===== src/hdl/spas_pkg.sv =====
// constants, register map and types of the servo power and alarm sequencer
package spas_pkg;
  // time base
  localparam int unsigned CLK_PERIOD_NS  = 10;
  localparam int unsigned TICK_PERIOD_NS = 1000000;
  localparam int unsigned TICK_CYCLES    = TICK_PERIOD_NS / CLK_PERIOD_NS;
  localparam int unsigned PROTECT_DELAY_MS = 1500;
  // byte offsets on the register bus
  localparam logic [7:0] OFS_CTRL      = 8'h00;
  localparam logic [7:0] OFS_STATUS    = 8'h04;
  localparam logic [7:0] OFS_IRQ_STAT  = 8'h08;
  localparam logic [7:0] OFS_IRQ_MASK  = 8'h0C;
  localparam logic [7:0] OFS_PWR_WAIT  = 8'h10;
  localparam logic [7:0] OFS_RUN_BRK   = 8'h14;
  localparam logic [7:0] OFS_REL_SPEED = 8'h18;
  localparam logic [7:0] OFS_STALL_BRK = 8'h1C;
  localparam logic [7:0] OFS_STOP_TIME = 8'h20;
  localparam logic [7:0] OFS_CLR_TIME  = 8'h24;
  localparam logic [7:0] OFS_SCALE_POS = 8'h28;
  // field positions
  localparam int unsigned CTRL_DB_BIT    = 0;
  localparam int unsigned CTRL_ABS_BIT   = 1;
  localparam int unsigned IRQ_ALARM_BIT  = 0;
  localparam int unsigned IRQ_CLEAR_BIT  = 1;
  localparam int unsigned IRQ_PROT_BIT   = 2;
  localparam int unsigned IRQ_W          = 3;
  // reset values, times in ms, speed in r/min
  localparam logic [15:0] RST_PWR_WAIT  = 16'(PROTECT_DELAY_MS);
  localparam logic [15:0] RST_RUN_BRK   = 16'h0032;
  localparam logic [15:0] RST_REL_SPEED = 16'h001E;
  localparam logic [15:0] RST_STALL_BRK = 16'h0000;
  localparam logic [15:0] RST_STOP_TIME = 16'h0032;
  localparam logic [15:0] RST_CLR_TIME  = 16'h0078;
  localparam logic [1:0]  RST_CTRL      = 2'h0;

  typedef enum logic [2:0] {
    ST_INIT  = 3'b000,
    ST_READY = 3'b001,
    ST_RUN   = 3'b010,
    ST_ALARM = 3'b011,
    ST_OFF   = 3'b100
  } spas_state_t;

  typedef struct packed {
    logic [15:0] pwr_wait;
    logic [15:0] run_brk;
    logic [15:0] rel_speed;
    logic [15:0] stall_brk;
    logic [15:0] stop_time;
    logic [15:0] clr_time;
  } spas_cfg_t;
endpackage : spas_pkg


===== src/hdl/spas_sync.sv =====
// two flip-flop synchroniser, one per bit
`timescale 1ns/1ps
`default_nettype none
module spas_sync #(
  parameter int unsigned W = 1
) (
  input  wire logic         clk_i, // system clock
  input  wire logic         rst_i, // synchronous reset
  input  wire logic [W-1:0] d_i,   // asynchronous inputs
  output logic      [W-1:0] q_o    // synchronised levels
);
  logic [W-1:0] meta_r;
  // first stage feeds only the second stage
  for (genvar i = 0; i < W; i++) begin : g_bit
    always_ff @(posedge clk_i) begin
      if (rst_i) begin
        meta_r[i] <= 1'b0;
        q_o[i]    <= 1'b0;
      end else begin
        meta_r[i] <= d_i[i];
        q_o[i]    <= meta_r[i];
      end
    end
  end
endmodule : spas_sync
`default_nettype wire


===== src/hdl/spas_tick.sv =====
// millisecond tick generator
`timescale 1ns/1ps
`default_nettype none
module spas_tick #(
  parameter int unsigned CYCLES = 100000
) (
  input  wire logic clk_i,  // system clock
  input  wire logic rst_i,  // synchronous reset
  output logic      tick_o  // one-cycle pulse per period
);
  logic [31:0] cnt_r;
  always_ff @(posedge clk_i) begin
    if (rst_i) begin
      cnt_r  <= 32'h0;
      tick_o <= 1'b0;
    end else if (cnt_r == 32'(CYCLES - 1)) begin
      cnt_r  <= 32'h0;
      tick_o <= 1'b1;
    end else begin
      cnt_r  <= cnt_r + 32'h1;
      tick_o <= 1'b0;
    end
  end
endmodule : spas_tick
`default_nettype wire


===== src/hdl/spas_top.sv =====
// servo power-up and alarm sequencer with wishbone registers
//
// Implementation choices: the register addresses and the Wishbone slave port.
`timescale 1ns/1ps
`default_nettype none
module spas_top
  import spas_pkg::*;
#(
  parameter int unsigned TICK_CYC = TICK_CYCLES
) (
  input  wire logic        clk_i,               // 100 MHz clock
  input  wire logic        rst_i,               // synchronous reset, high
  input  wire logic        wb_cyc_i,            // wishbone cycle
  input  wire logic        wb_stb_i,            // wishbone strobe
  input  wire logic        wb_we_i,             // wishbone write
  input  wire logic [7:0]  wb_adr_i,            // byte address
  input  wire logic [3:0]  wb_sel_i,            // byte enables
  input  wire logic [31:0] wb_dat_i,            // write data
  output logic      [31:0] wb_dat_o,            // read data
  output logic             wb_ack_o,            // acknowledge
  input  wire logic        init_done_i,         // processor initialisation done
  input  wire logic        alarm_event_i,       // protection fault detected
  input  wire logic [15:0] motor_speed_i,       // speed magnitude, r/min
  input  wire logic        main_power_i,        // main power present, pin
  input  wire logic        servo_on_input,      // servo-on request, pin
  input  wire logic        alarm_clear_input,   // alarm clear request, pin
  input  wire logic        scale_serial_line,   // serial scale data, pin
  input  wire logic        scale_phase_a,       // scale phase a, pin
  input  wire logic        scale_phase_b,       // scale phase b, pin
  input  wire logic        scale_index_phase,   // scale index, pin
  output logic             servo_ready_o,       // servo ready
  output logic             servo_on_status_output, // servo-on received
  output logic             cmd_accept_o,        // motion commands accepted
  output logic             protect_active_o,    // protection enabled
  output logic             alarm_o,             // alarm active
  output logic             brake_release_o,     // high keeps holding brake open
  output logic             dyn_brake_o,         // dynamic brake applied
  output logic             irq_o                // level interrupt
);
  ////////////////////////////////////////////////////////////////////////////
  // pin synchronisers and time base
  logic [6:0]  pins_s;
  logic        tick;
  logic        servo_on_input_s, clr_s, pwr_s, ser_s, pa_s, pb_s, pz_s;
  spas_sync #(.W(7)) u_sync (
    .clk_i (clk_i),
    .rst_i (rst_i),
    .d_i   ({scale_index_phase, scale_phase_b, scale_phase_a, scale_serial_line,
             main_power_i, alarm_clear_input, servo_on_input}),
    .q_o   (pins_s)
  );
  assign {pz_s, pb_s, pa_s, ser_s, pwr_s, clr_s, servo_on_input_s} = pins_s;
  spas_tick #(.CYCLES(TICK_CYC)) u_tick (
    .clk_i  (clk_i),
    .rst_i  (rst_i),
    .tick_o (tick)
  );

  ////////////////////////////////////////////////////////////////////////////
  // registers and state
  spas_cfg_t          cfg_r;
  logic [1:0]         ctrl_r;
  logic [IRQ_W-1:0]   irq_stat_r, irq_mask_r, irq_set;
  logic [31:0]        scale_pos_r, scale_shift_r;
  logic               pa_p_r, pb_p_r, pz_p_r;
  spas_state_t        state_r, state_nxt;
  logic               init_done_r, protect_r;
  logic [15:0]        init_ms_r, alarm_ms_r, clr_ms_r;
  logic               alarm_hit, speed_low, engage, clr_done;
  logic               wb_req, wb_wr;

  assign wb_req = wb_cyc_i && wb_stb_i && !wb_ack_o;
  // writes land at the edge that samples ack, the one edge at which the master takes the answer
  assign wb_wr  = wb_cyc_i && wb_stb_i && wb_we_i && wb_ack_o;

  // byte-lane merge for 16-bit setting registers
  function automatic logic [15:0] merge16(input logic [15:0] old, input logic [31:0] d,
                                          input logic [3:0] sel);
    merge16 = {sel[1] ? d[15:8] : old[15:8], sel[0] ? d[7:0] : old[7:0]};
  endfunction : merge16

  ////////////////////////////////////////////////////////////////////////////
  // initialisation and protection delay
  // protection delay counts from reset release, independent of processor progress
  always_ff @(posedge clk_i) begin
    if (rst_i) begin
      init_done_r <= 1'b0;
      init_ms_r   <= 16'h0;
      protect_r   <= 1'b0;
    end else begin
      if (init_done_i)
        init_done_r <= 1'b1;
      if (tick && init_ms_r != 16'hFFFF)
        init_ms_r <= init_ms_r + 16'h1;
      if (init_ms_r >= cfg_r.pwr_wait)
        protect_r <= 1'b1;
    end
  end

  ////////////////////////////////////////////////////////////////////////////
  // sequencing state machine
  assign speed_low = motor_speed_i < cfg_r.rel_speed;
  assign alarm_hit = protect_r && alarm_event_i; // faults ignored before protection is live
  // brake engage: speed drop or delay, delay limited by the stop time when longer
  assign engage = speed_low ||
                  ((cfg_r.run_brk <= cfg_r.stop_time) ? (alarm_ms_r >= cfg_r.run_brk)
                                                      : (alarm_ms_r >= cfg_r.stop_time));
  assign clr_done = clr_s && (clr_ms_r >= cfg_r.clr_time);

  always_comb begin
    state_nxt = state_r;
    case (state_r)
      ST_INIT: begin
        if (init_done_r)
          state_nxt = ST_READY; // servo-on held here has no effect
      end
      ST_READY: begin
        if (alarm_hit)
          state_nxt = ST_OFF;
        else if (servo_on_input_s && pwr_s)
          state_nxt = ST_RUN;
      end
      ST_RUN: begin
        if (alarm_hit)
          state_nxt = speed_low ? ST_OFF : ST_ALARM; // stalled: zero brake delay
        else if (!servo_on_input_s || !pwr_s)
          state_nxt = ST_READY;
      end
      ST_ALARM: begin
        if (engage)
          state_nxt = ST_OFF;
      end
      ST_OFF: begin
        if (clr_done && !alarm_event_i)
          state_nxt = ST_READY;
      end
      default: state_nxt = ST_INIT;
    endcase
  end

  always_ff @(posedge clk_i) begin
    if (rst_i)
      state_r <= ST_INIT;
    else
      state_r <= state_nxt;
  end

  // time spent decelerating after the alarm
  always_ff @(posedge clk_i) begin
    if (rst_i || state_r != ST_ALARM)
      alarm_ms_r <= 16'h0;
    else if (tick && alarm_ms_r != 16'hFFFF)
      alarm_ms_r <= alarm_ms_r + 16'h1;
  end

  // alarm clear must be held without a break; any drop restarts the count
  always_ff @(posedge clk_i) begin
    if (rst_i || !clr_s)
      clr_ms_r <= 16'h0;
    else if (tick && clr_ms_r != 16'hFFFF)
      clr_ms_r <= clr_ms_r + 16'h1;
  end

  ////////////////////////////////////////////////////////////////////////////
  // registered outputs
  always_ff @(posedge clk_i) begin
    if (rst_i) begin
      servo_ready_o          <= 1'b0;
      servo_on_status_output <= 1'b0;
      cmd_accept_o           <= 1'b0;
      protect_active_o       <= 1'b0;
      alarm_o                <= 1'b0;
      brake_release_o        <= 1'b0;
      dyn_brake_o            <= 1'b0;
    end else begin
      servo_ready_o          <= init_done_r && pwr_s;
      servo_on_status_output <= servo_on_input_s;
      cmd_accept_o           <= state_nxt == ST_RUN;
      protect_active_o       <= protect_r;
      alarm_o                <= state_nxt == ST_ALARM || state_nxt == ST_OFF;
      brake_release_o        <= state_nxt == ST_RUN || state_nxt == ST_ALARM;
      dyn_brake_o            <= (state_nxt == ST_ALARM || state_nxt == ST_OFF)
                                && ctrl_r[CTRL_DB_BIT];
    end
  end

  ////////////////////////////////////////////////////////////////////////////
  // external scale: quadrature count or serial frame shifted on phase a
  always_ff @(posedge clk_i) begin
    if (rst_i) begin
      pa_p_r        <= 1'b0;
      pb_p_r        <= 1'b0;
      pz_p_r        <= 1'b0;
      scale_pos_r   <= 32'h0;
      scale_shift_r <= 32'h0;
    end else begin
      pa_p_r <= pa_s;
      pb_p_r <= pb_s;
      pz_p_r <= pz_s;
      if (!ctrl_r[CTRL_ABS_BIT]) begin
        if ((pa_s ^ pa_p_r) || (pb_s ^ pb_p_r))
          scale_pos_r <= (pa_p_r ^ pb_s) ? scale_pos_r + 32'h1 : scale_pos_r - 32'h1;
      end else begin
        if (pa_s && !pa_p_r)
          scale_shift_r <= {scale_shift_r[30:0], ser_s};
        if (pz_s && !pz_p_r)
          scale_pos_r <= scale_shift_r;
      end
    end
  end

  ////////////////////////////////////////////////////////////////////////////
  // interrupt status, set wins over write-one-to-clear
  assign irq_set = {protect_r && !protect_active_o,
                    state_r == ST_OFF && state_nxt == ST_READY,
                    state_r != ST_ALARM && state_r != ST_OFF &&
                    (state_nxt == ST_ALARM || state_nxt == ST_OFF)};
  always_ff @(posedge clk_i) begin
    if (rst_i) begin
      irq_stat_r <= '0;
      irq_o      <= 1'b0;
    end else begin
      if (wb_wr && wb_adr_i == OFS_IRQ_STAT && wb_sel_i[0])
        irq_stat_r <= (irq_stat_r & ~wb_dat_i[IRQ_W-1:0]) | irq_set;
      else
        irq_stat_r <= irq_stat_r | irq_set;
      irq_o <= |(irq_stat_r & irq_mask_r);
    end
  end

  ////////////////////////////////////////////////////////////////////////////
  // wishbone slave: one wait state, ack one cycle after the strobe
  always_ff @(posedge clk_i) begin
    if (rst_i) begin
      cfg_r      <= '{RST_PWR_WAIT, RST_RUN_BRK, RST_REL_SPEED, RST_STALL_BRK,
                      RST_STOP_TIME, RST_CLR_TIME};
      ctrl_r     <= RST_CTRL;
      irq_mask_r <= '0;
    end else if (wb_wr) begin
      case (wb_adr_i)
        OFS_CTRL:      if (wb_sel_i[0]) ctrl_r <= wb_dat_i[1:0];
        OFS_IRQ_MASK:  if (wb_sel_i[0]) irq_mask_r <= wb_dat_i[IRQ_W-1:0];
        OFS_PWR_WAIT:  cfg_r.pwr_wait  <= merge16(cfg_r.pwr_wait, wb_dat_i, wb_sel_i);
        OFS_RUN_BRK:   cfg_r.run_brk   <= merge16(cfg_r.run_brk, wb_dat_i, wb_sel_i);
        OFS_REL_SPEED: cfg_r.rel_speed <= merge16(cfg_r.rel_speed, wb_dat_i, wb_sel_i);
        OFS_STALL_BRK: cfg_r.stall_brk <= merge16(cfg_r.stall_brk, wb_dat_i, wb_sel_i);
        OFS_STOP_TIME: cfg_r.stop_time <= merge16(cfg_r.stop_time, wb_dat_i, wb_sel_i);
        OFS_CLR_TIME:  cfg_r.clr_time  <= merge16(cfg_r.clr_time, wb_dat_i, wb_sel_i);
        default: ;
      endcase
    end
  end

  // read mux; unmapped addresses read zero and are still acknowledged
  always_ff @(posedge clk_i) begin
    if (rst_i) begin
      wb_ack_o <= 1'b0;
      wb_dat_o <= 32'h0;
    end else begin
      wb_ack_o <= wb_req;
      wb_dat_o <= 32'h0;
      if (wb_req && !wb_we_i) begin
        case (wb_adr_i)
          OFS_CTRL:      wb_dat_o <= {30'h0, ctrl_r};
          OFS_STATUS:    wb_dat_o <= {21'h0, state_r, 2'b00, dyn_brake_o, brake_release_o,
                                      alarm_o, protect_r, servo_on_status_output, servo_ready_o};
          OFS_IRQ_STAT:  wb_dat_o <= {29'h0, irq_stat_r};
          OFS_IRQ_MASK:  wb_dat_o <= {29'h0, irq_mask_r};
          OFS_PWR_WAIT:  wb_dat_o <= {16'h0, cfg_r.pwr_wait};
          OFS_RUN_BRK:   wb_dat_o <= {16'h0, cfg_r.run_brk};
          OFS_REL_SPEED: wb_dat_o <= {16'h0, cfg_r.rel_speed};
          OFS_STALL_BRK: wb_dat_o <= {16'h0, cfg_r.stall_brk};
          OFS_STOP_TIME: wb_dat_o <= {16'h0, cfg_r.stop_time};
          OFS_CLR_TIME:  wb_dat_o <= {16'h0, cfg_r.clr_time};
          OFS_SCALE_POS: wb_dat_o <= scale_pos_r;
          default:       wb_dat_o <= 32'h0;
        endcase
      end
    end
  end
endmodule : spas_top
`default_nettype wire


===== config.mk =====
export PLATFORM = sky130hd
export DESIGN_NAME = spas_top
export DESIGN_NICKNAME = d
export VERILOG_FILES = /design/src/hdl/spas_pkg.sv /design/src/hdl/spas_sync.sv /design/src/hdl/spas_tick.sv /design/src/hdl/spas_top.sv
export SDC_FILE = /design/constraint.sdc
export NUM_CORES = 1
export LEC_CHECK = 0
export BUFFER_PORTS_ARGS = -buffer_cell sky130_fd_sc_hd__buf_2
export CAP_MARGIN = 20
export CORE_UTILIZATION = 45
export DETAILED_ROUTE_END_ITERATION = 8
export PLACE_DENSITY_LB_ADDON = 0.3
export SYNTH_ARGS = -nofsm -noshare
export SYNTH_HDL_FRONTEND = slang
export SYNTH_SLANG_ARGS = --single-unit

===== constraint.sdc =====
create_clock -name clk_i -period 5.3 [get_ports clk_i]
set_input_delay 0.795 -clock clk_i [delete_from_list [all_inputs] [get_ports clk_i]]
set_output_delay 0.795 -clock clk_i [all_outputs]
set_load 0.01 [all_outputs]

; ---- After elaboration in Yosys (flattened, before gate mapping)
; Index checks and enable logic that the tools add are counted.
[word_totals]
n_memories = 0
input_bits = 74
mem_bits_rw = 0
wordCells = 175
register_bits = 312
latch_bits = 0
rom_bits = 0
out_inout_bits = 41
[op_classes]
eq_ne = 25
n_lt_le_gt_ge = 6
bitwise_logic = 9
n_div = 0
n_addsub = 6
n_shift = 0
multipliers = 0
muxes = 17
n_reduce_logical = 60
[ops]
columns = op, count
row1 = $pmux 32 s11, 1
row2 = $mux 32, 4
row3 = $add 32x1->32 const B, 2
row4 = $ge 16x16->1, 4
row5 = $add 16x1->16 const B, 3
row6 = $ne 16x16->1 const B, 3
row7 = $reduce_and 3->1, 14
row8 = $eq 32x17->1 const B, 1
row9 = $eq 8x5->1 const B, 4
row10 = $sub 32x1->32 const B, 1
row11 = $mux 3, 9
row12 = $eq 8x6->1 const B, 3
row13 = $logic_and 1x1->1, 22
row14 = $eq 8x4->1 const B, 2
row15 = $le 16x16->1, 1
row16 = $lt 16x16->1, 1
row17 = $pmux 3 s5, 1
row18 = $eq 3x2->1 const B, 4
row19 = $logic_not 1->1, 9
row20 = $eq 8x3->1 const B, 1
row21 = $logic_not 8->1, 1
row22 = $logic_or 1x1->1, 7
row23 = $and 3x3->3, 2
row24 = $eq 3x1->1 const B, 2
row25 = other kinds (14), 21

; ---- Depth between registers and ports, before layout
[logic_depth]
word_depth = 10
ltp_mapped = 13
depth_no_buf = 12

; ---- Modules after synthesis
; From an unflattened synthesis, not the netlist that was laid out.
[hier_totals]
hier_cells = 2041
area_unflattened_um2 = 16489.6
[modules_own_cells]
columns = module, instances, cells_per_inst, seq_area_each_um2, area_per_inst_um2
row1 = spas_top, 1, 1833, 5305.1, 14545.2
row2 = spas_tick, 1, 179, 660.6, 1536.5
row3 = spas_sync, 1, 29, 280.3, 407.9

; ---- Worst setup path after synthesis
; Ideal clock, no wire load.
[synth_timing]
path_kind = flip-flop to flip-flop
startpoint = reg u_sync.q_o[5]
endpoint = reg scale_pos_r[31]
slack_ns = 1.955
required_time_ns = 5.167
synth_period_minus_slack_ns = 3.345
setup_time_ns = 0.133
n_path_buf = 0
stages_incl_launch_ff = 13
arrival_ns = 3.212
path_cell_list = dfxtp_1 -> xor2_1 -> inv_1 -> ha_1 -> a2111oi_2 -> o21ai_1 -> a221oi_2 -> o2111ai_2 -> a31oi_4 -> o21bai_4 -> o31ai_4 -> a21boi_2 -> nor4_2
[synth_between]
elab_chain_cells = 4
word_cells_on_any_way = 8
classes_between = mux: 3 / bitwise: 2 / reduce/logical: 3
[synth_rtl]
columns = item, line
row1 = start: declaration, spas_sync.sv:10  ; output logic [W-1:0] q_o
row2 = start signal: indexed assignment, spas_sync.sv:21  ; q_o[i] <= meta_r[i];
row3 = "$xor 1x1->1, on equally long branches", "spas_top.sv:202, spas_top.sv:201"
row4 = $mux 32 or $logic_or 1x1->1 (tied branches), "spas_top.sv:202, spas_top.sv:201"
row5 = $mux 32 or $reduce_bool 2->1 (tied branches), --
row6 = $mux 32 or $reduce_and 2->1 (tied branches), --
row7 = end signal: assignment, spas_top.sv:202  ; scale_pos_r <= (pa_p_r ^ pb_s) ? scale_pos_r + 32'h1 : scale_pos_r - 32'h1;
row8 = end signal: assignment, spas_top.sv:207  ; scale_pos_r <= scale_shift_r;
row9 = end: declaration, spas_top.sv:64  ; logic [31:0] scale_pos_r, scale_shift_r;
; Parallel ways exist; a longest one is shown, timed or not. The select of a mux whose other input is x is not followed.
; A chain may end at the register's enable or synchronous reset.

; ---- Final worst setup path
[layout_timing]
startpoint = reg u_sync.q_o[5]
endpoint = reg scale_pos_r[21]
; Same word-level chain as after synthesis.

==> flow_summary.json <==
{
  "status": "finished clean",
  "reg2reg_depth": 13,
  "tritoncts": "yes",
  "layout-drive-gt1-share": 0.0972,
  "max_cap_viol_count": 0,
  "start_util": 0.460,
  "finalWirelength_um": 44200,
  "cts_sinks": 312,
  "ant_nets": 0,
  "endpoint": "scale_pos_r[21]$_SDFFE_PP0P_",
  "die_y_um": 190,
  "fin_nets": 2227,
  "yosys_register_bits": 312,
  "firstDrtPassIters": 7,
  "finalMaxSlewViolations": 0,
  "power_leakage_nw": 7.11,
  "wire_per_inst_um": 17.7,
  "cts_hold_buf": 0,
  "final_common_cell": "dfxtp_1",
  "syn_area_um2": 16000,
  "ys_warn_count": 0,
  "post-route-period-util": 0.703,
  "crit_start": "u_sync.q_o[5]$_SDFF_PP0_",
  "htreeDepth": 2,
  "clock_latency_ns": 0.54,
  "ys_seq_area_frac": 0.391,
  "synth_edf_count": 0,
  "yosysUniqueCellTypes": 68,
  "crit_type": "reg2reg",
  "synthCells": 1946,
  "end_kind": "flip-flop",
  "final_cells": 2503,
  "grt_setup_unrepaired": "false",
  "powerDensity_nw_per_um2": 317,
  "tightest_slew_ns": 1.07,
  "hold_path_class": "reg2reg",
  "grt_max_degree": 107,
  "first_global_vias": 13600,
  "cp.arrival_ns": 4.17,
  "relSlewSlack": 0.278,
  "postCtsSetupBuffers": 0,
  "root_buffer": "clkbuf_16",
  "io_pins": 115,
  "reg2reg_to": "scale_pos_r[21]$_SDFFE_PP0P_",
  "critPathRequiredTime_ns": 5.75,
  "syn_avg_cell_area_um2": 8.21,
  "hpwl_um": 31900,
  "max_freq_mhz": 268,
  "synthesis.nets": 2151,
  "grtUsageTotal": 0.242,
  "ys_async_sr_fraction": 0,
  "vias": 14400,
  "area_delta_synth_final_pct": 13.6,
  "fin_setup_tns_ns": 0,
  "vdd_drop_max_mv": 0.264,
  "drc": 0,
  "finClkSkew_ns": 0.0312,
  "clkTransAtPathRegs_ns": 0.06,
  "cts_resized": 0,
  "finalCriticalPeriod_ns": 3.73,
  "coreArea_um2": 34700,
  "r2r_setup_slack_ns": 1.57,
  "synth_flop_cell": "dfxtp_1",
  "die_w_um": 190,
  "grt_overflow_total": 0,
  "io_buffers": 96,
  "start_kind": "flip-flop",
  "std_cell_rows": 68,
  "layout_common_cells": "dfxtp_1 (312), nand2_1 (295), a21oi_1 (180)",
  "drt_iter0_markers": 1378,
  "cts_made_buffers": 36,
  "die_area_um2": 36300,
  "gp_congestion": 0.881,
  "finalHoldViolCount": 0,
  "clockBufferDepth": 3,
  "setup_viol": 0,
  "antenna_found_initial": 1,
  "grt_pass1_wl_um": 70600,
  "timing.rr.start": "u_sync.q_o[5]$_SDFF_PP0_",
  "worstPathMaxFanout": 24,
  "vias_per_cell": 5.76,
  "place_inst": 2439
}
## report_power, final
part	switching, mW	internal (mW)	leakage, nW	total, mW
logic	0.480	0.358	4.00	0.838
registers	0.0634	2.40	2.52	2.46
clock network	0.988	1.46	0.582	2.45
## cells by family after synthesis
logic type / synth area share
AO/OA/AOI/OAI: 0.197
XOR/XNOR: 0.0433
adder cells (fa/ha/maj): 0.103
buffers and inverters: 0.0442
flip-flops: 0.391
multiplexers: 0.00384
AND/OR/NAND/NOR: 0.218
## worst min-delay path by stage
stage	startpoint	end	slack, ns	depth (start not counted)
after floorplan	u_sync.meta_r[0]$_SDFF_PP0_	u_sync.q_o[0]$_SDFF_PP0_	0.41	1
after global placement	u_sync.meta_r[6]$_SDFF_PP0_	u_sync.q_o[6]$_SDFF_PP0_	0.42	1
after detailed placement	u_sync.meta_r[4]$_SDFF_PP0_	u_sync.q_o[4]$_SDFF_PP0_	0.43	1
after CTS	scale_shift_r[13]$_SDFFE_PP0P_	scale_shift_r[14]$_SDFFE_PP0P_	0.44	2
after global routing	scale_shift_r[13]$_SDFFE_PP0P_	scale_shift_r[14]$_SDFFE_PP0P_	0.47	2
final	scale_shift_r[13]$_SDFFE_PP0P_	scale_shift_r[14]$_SDFFE_PP0P_	0.44	2
## flip-flops by register name, indices dropped and copies added (netlist names), 2 cells and up
| register | cells |
|---|---|
| alarm_ms_r | 16 |
| u_sync.q_o | 7 |
| ctrl_r | 2 |
| irq_mask_r | 3 |
| scale_pos_r | 32 |
| state_r | 3 |
| init_ms_r | 16 |
| u_tick.cnt_r | 32 |
| scale_shift_r | 32 |
| clr_ms_r | 16 |
| wb_dat_o | 32 |
| irq_stat_r | 3 |
| cfg_r | 96 |
| u_sync.meta_r | 7 |
## metrics by stage
step	instance area [um^2]	hold slack [ns]	utilization	power [mW]	setup slack (ns)
after floorplan	16000	0.414	-	3.13	1.96
after global placement	16900	0.417	0.488	3.31	1.63
after detailed placement	17000	0.430	0.489	3.33	1.58
after CTS	18200	0.443	0.523	5.77	1.56
after global routing	18200	0.465	0.523	5.98	1.23
final	18200	0.443	0.523	5.75	1.57
## synthesized netlist by cell type, types with 2 or more instances
library cell / number / area (um^2)
a31oi_1: 22 / 138
a222oi_1: 24 / 240
nand3b_1: 4 / 30.0
and2_1: 22 / 138
a311oi_1: 10 / 87.6
o311ai_0: 5 / 43.8
o211a_1: 4 / 40.0
mux2i_1: 5 / 50.1
inv_1: 105 / 394
o31ai_1: 2 / 15.0
and4_1: 7 / 61.3
o21ai_0: 58 / 290
o211ai_1: 29 / 218
nand4_1: 28 / 175
o31a_1: 5 / 43.8
nand3_1: 116 / 581
nor2b_1: 32 / 200
a22oi_1: 27 / 203
o21a_1: 10 / 75.1
o21ai_1: 5 / 25.0
a221oi_2: 2 / 30.0
a21oi_1: 180 / 901
o21bai_1: 4 / 30.0
buf_1: 4 / 15.0
and3_1: 23 / 144
a21boi_0: 2 / 15.0
ha_1: 130 / 1630
dfxtp_1: 312 / 6250
a21o_1: 47 / 353
xnor2_1: 35 / 307
clkbuf_1: 78 / 293
nor2_1: 147 / 552
a211oi_1: 17 / 128
xor2_1: 44 / 385
a221oi_1: 4 / 35.0
or4_1: 8 / 60.1
nand2_1: 295 / 1110
a41oi_1: 2 / 17.5
or3_1: 15 / 93.8
o22ai_1: 4 / 25.0
nand2b_1: 17 / 106
nor4_1: 11 / 68.8
nor3_1: 20 / 100
## worst max-delay path: stages, from the launching register on
cell	delay, ns
dfxtp_1	0.33
xor2_1	0.15
buf_4	0.16
inv_1	0.26
buf_4	0.37
ha_1	0.37
a2111oi_2	0.37
o21ai_1	0.16
a221oi_2	0.33
o21ai_0	0.26
a311oi_1	0.39
xnor2_1	0.16
nand2_1	0.07
a311oi_1	0.27
## area by class of cell
cell class              instances  area [um^2]
fillers                      3243        16600
well taps                     455          569
diodes                          1         2.50
inverters                     105          394
clock inverters                10         92.6
multi-input cells            1446         9070
clock buffers                  53         1080
flip-flops and latches        312         6250
repair buffers                121          702
## layer usage
layer | up-vias | GRT usage | part of all wire | wire length, um
li1 | 7055 | - | - | -
met1 | 6806 | 0.311 | 0.44 | 19300
met2 | 466 | 0.399 | 0.46 | 20300
met3 | 89 | 0.0407 | 0.066 | 2930
met4 | 0 | 0.100 | 0.037 | 1650
met5 | - | 0 | 0 | 0
Note: power is estimated with default switching activity, not from simulation.
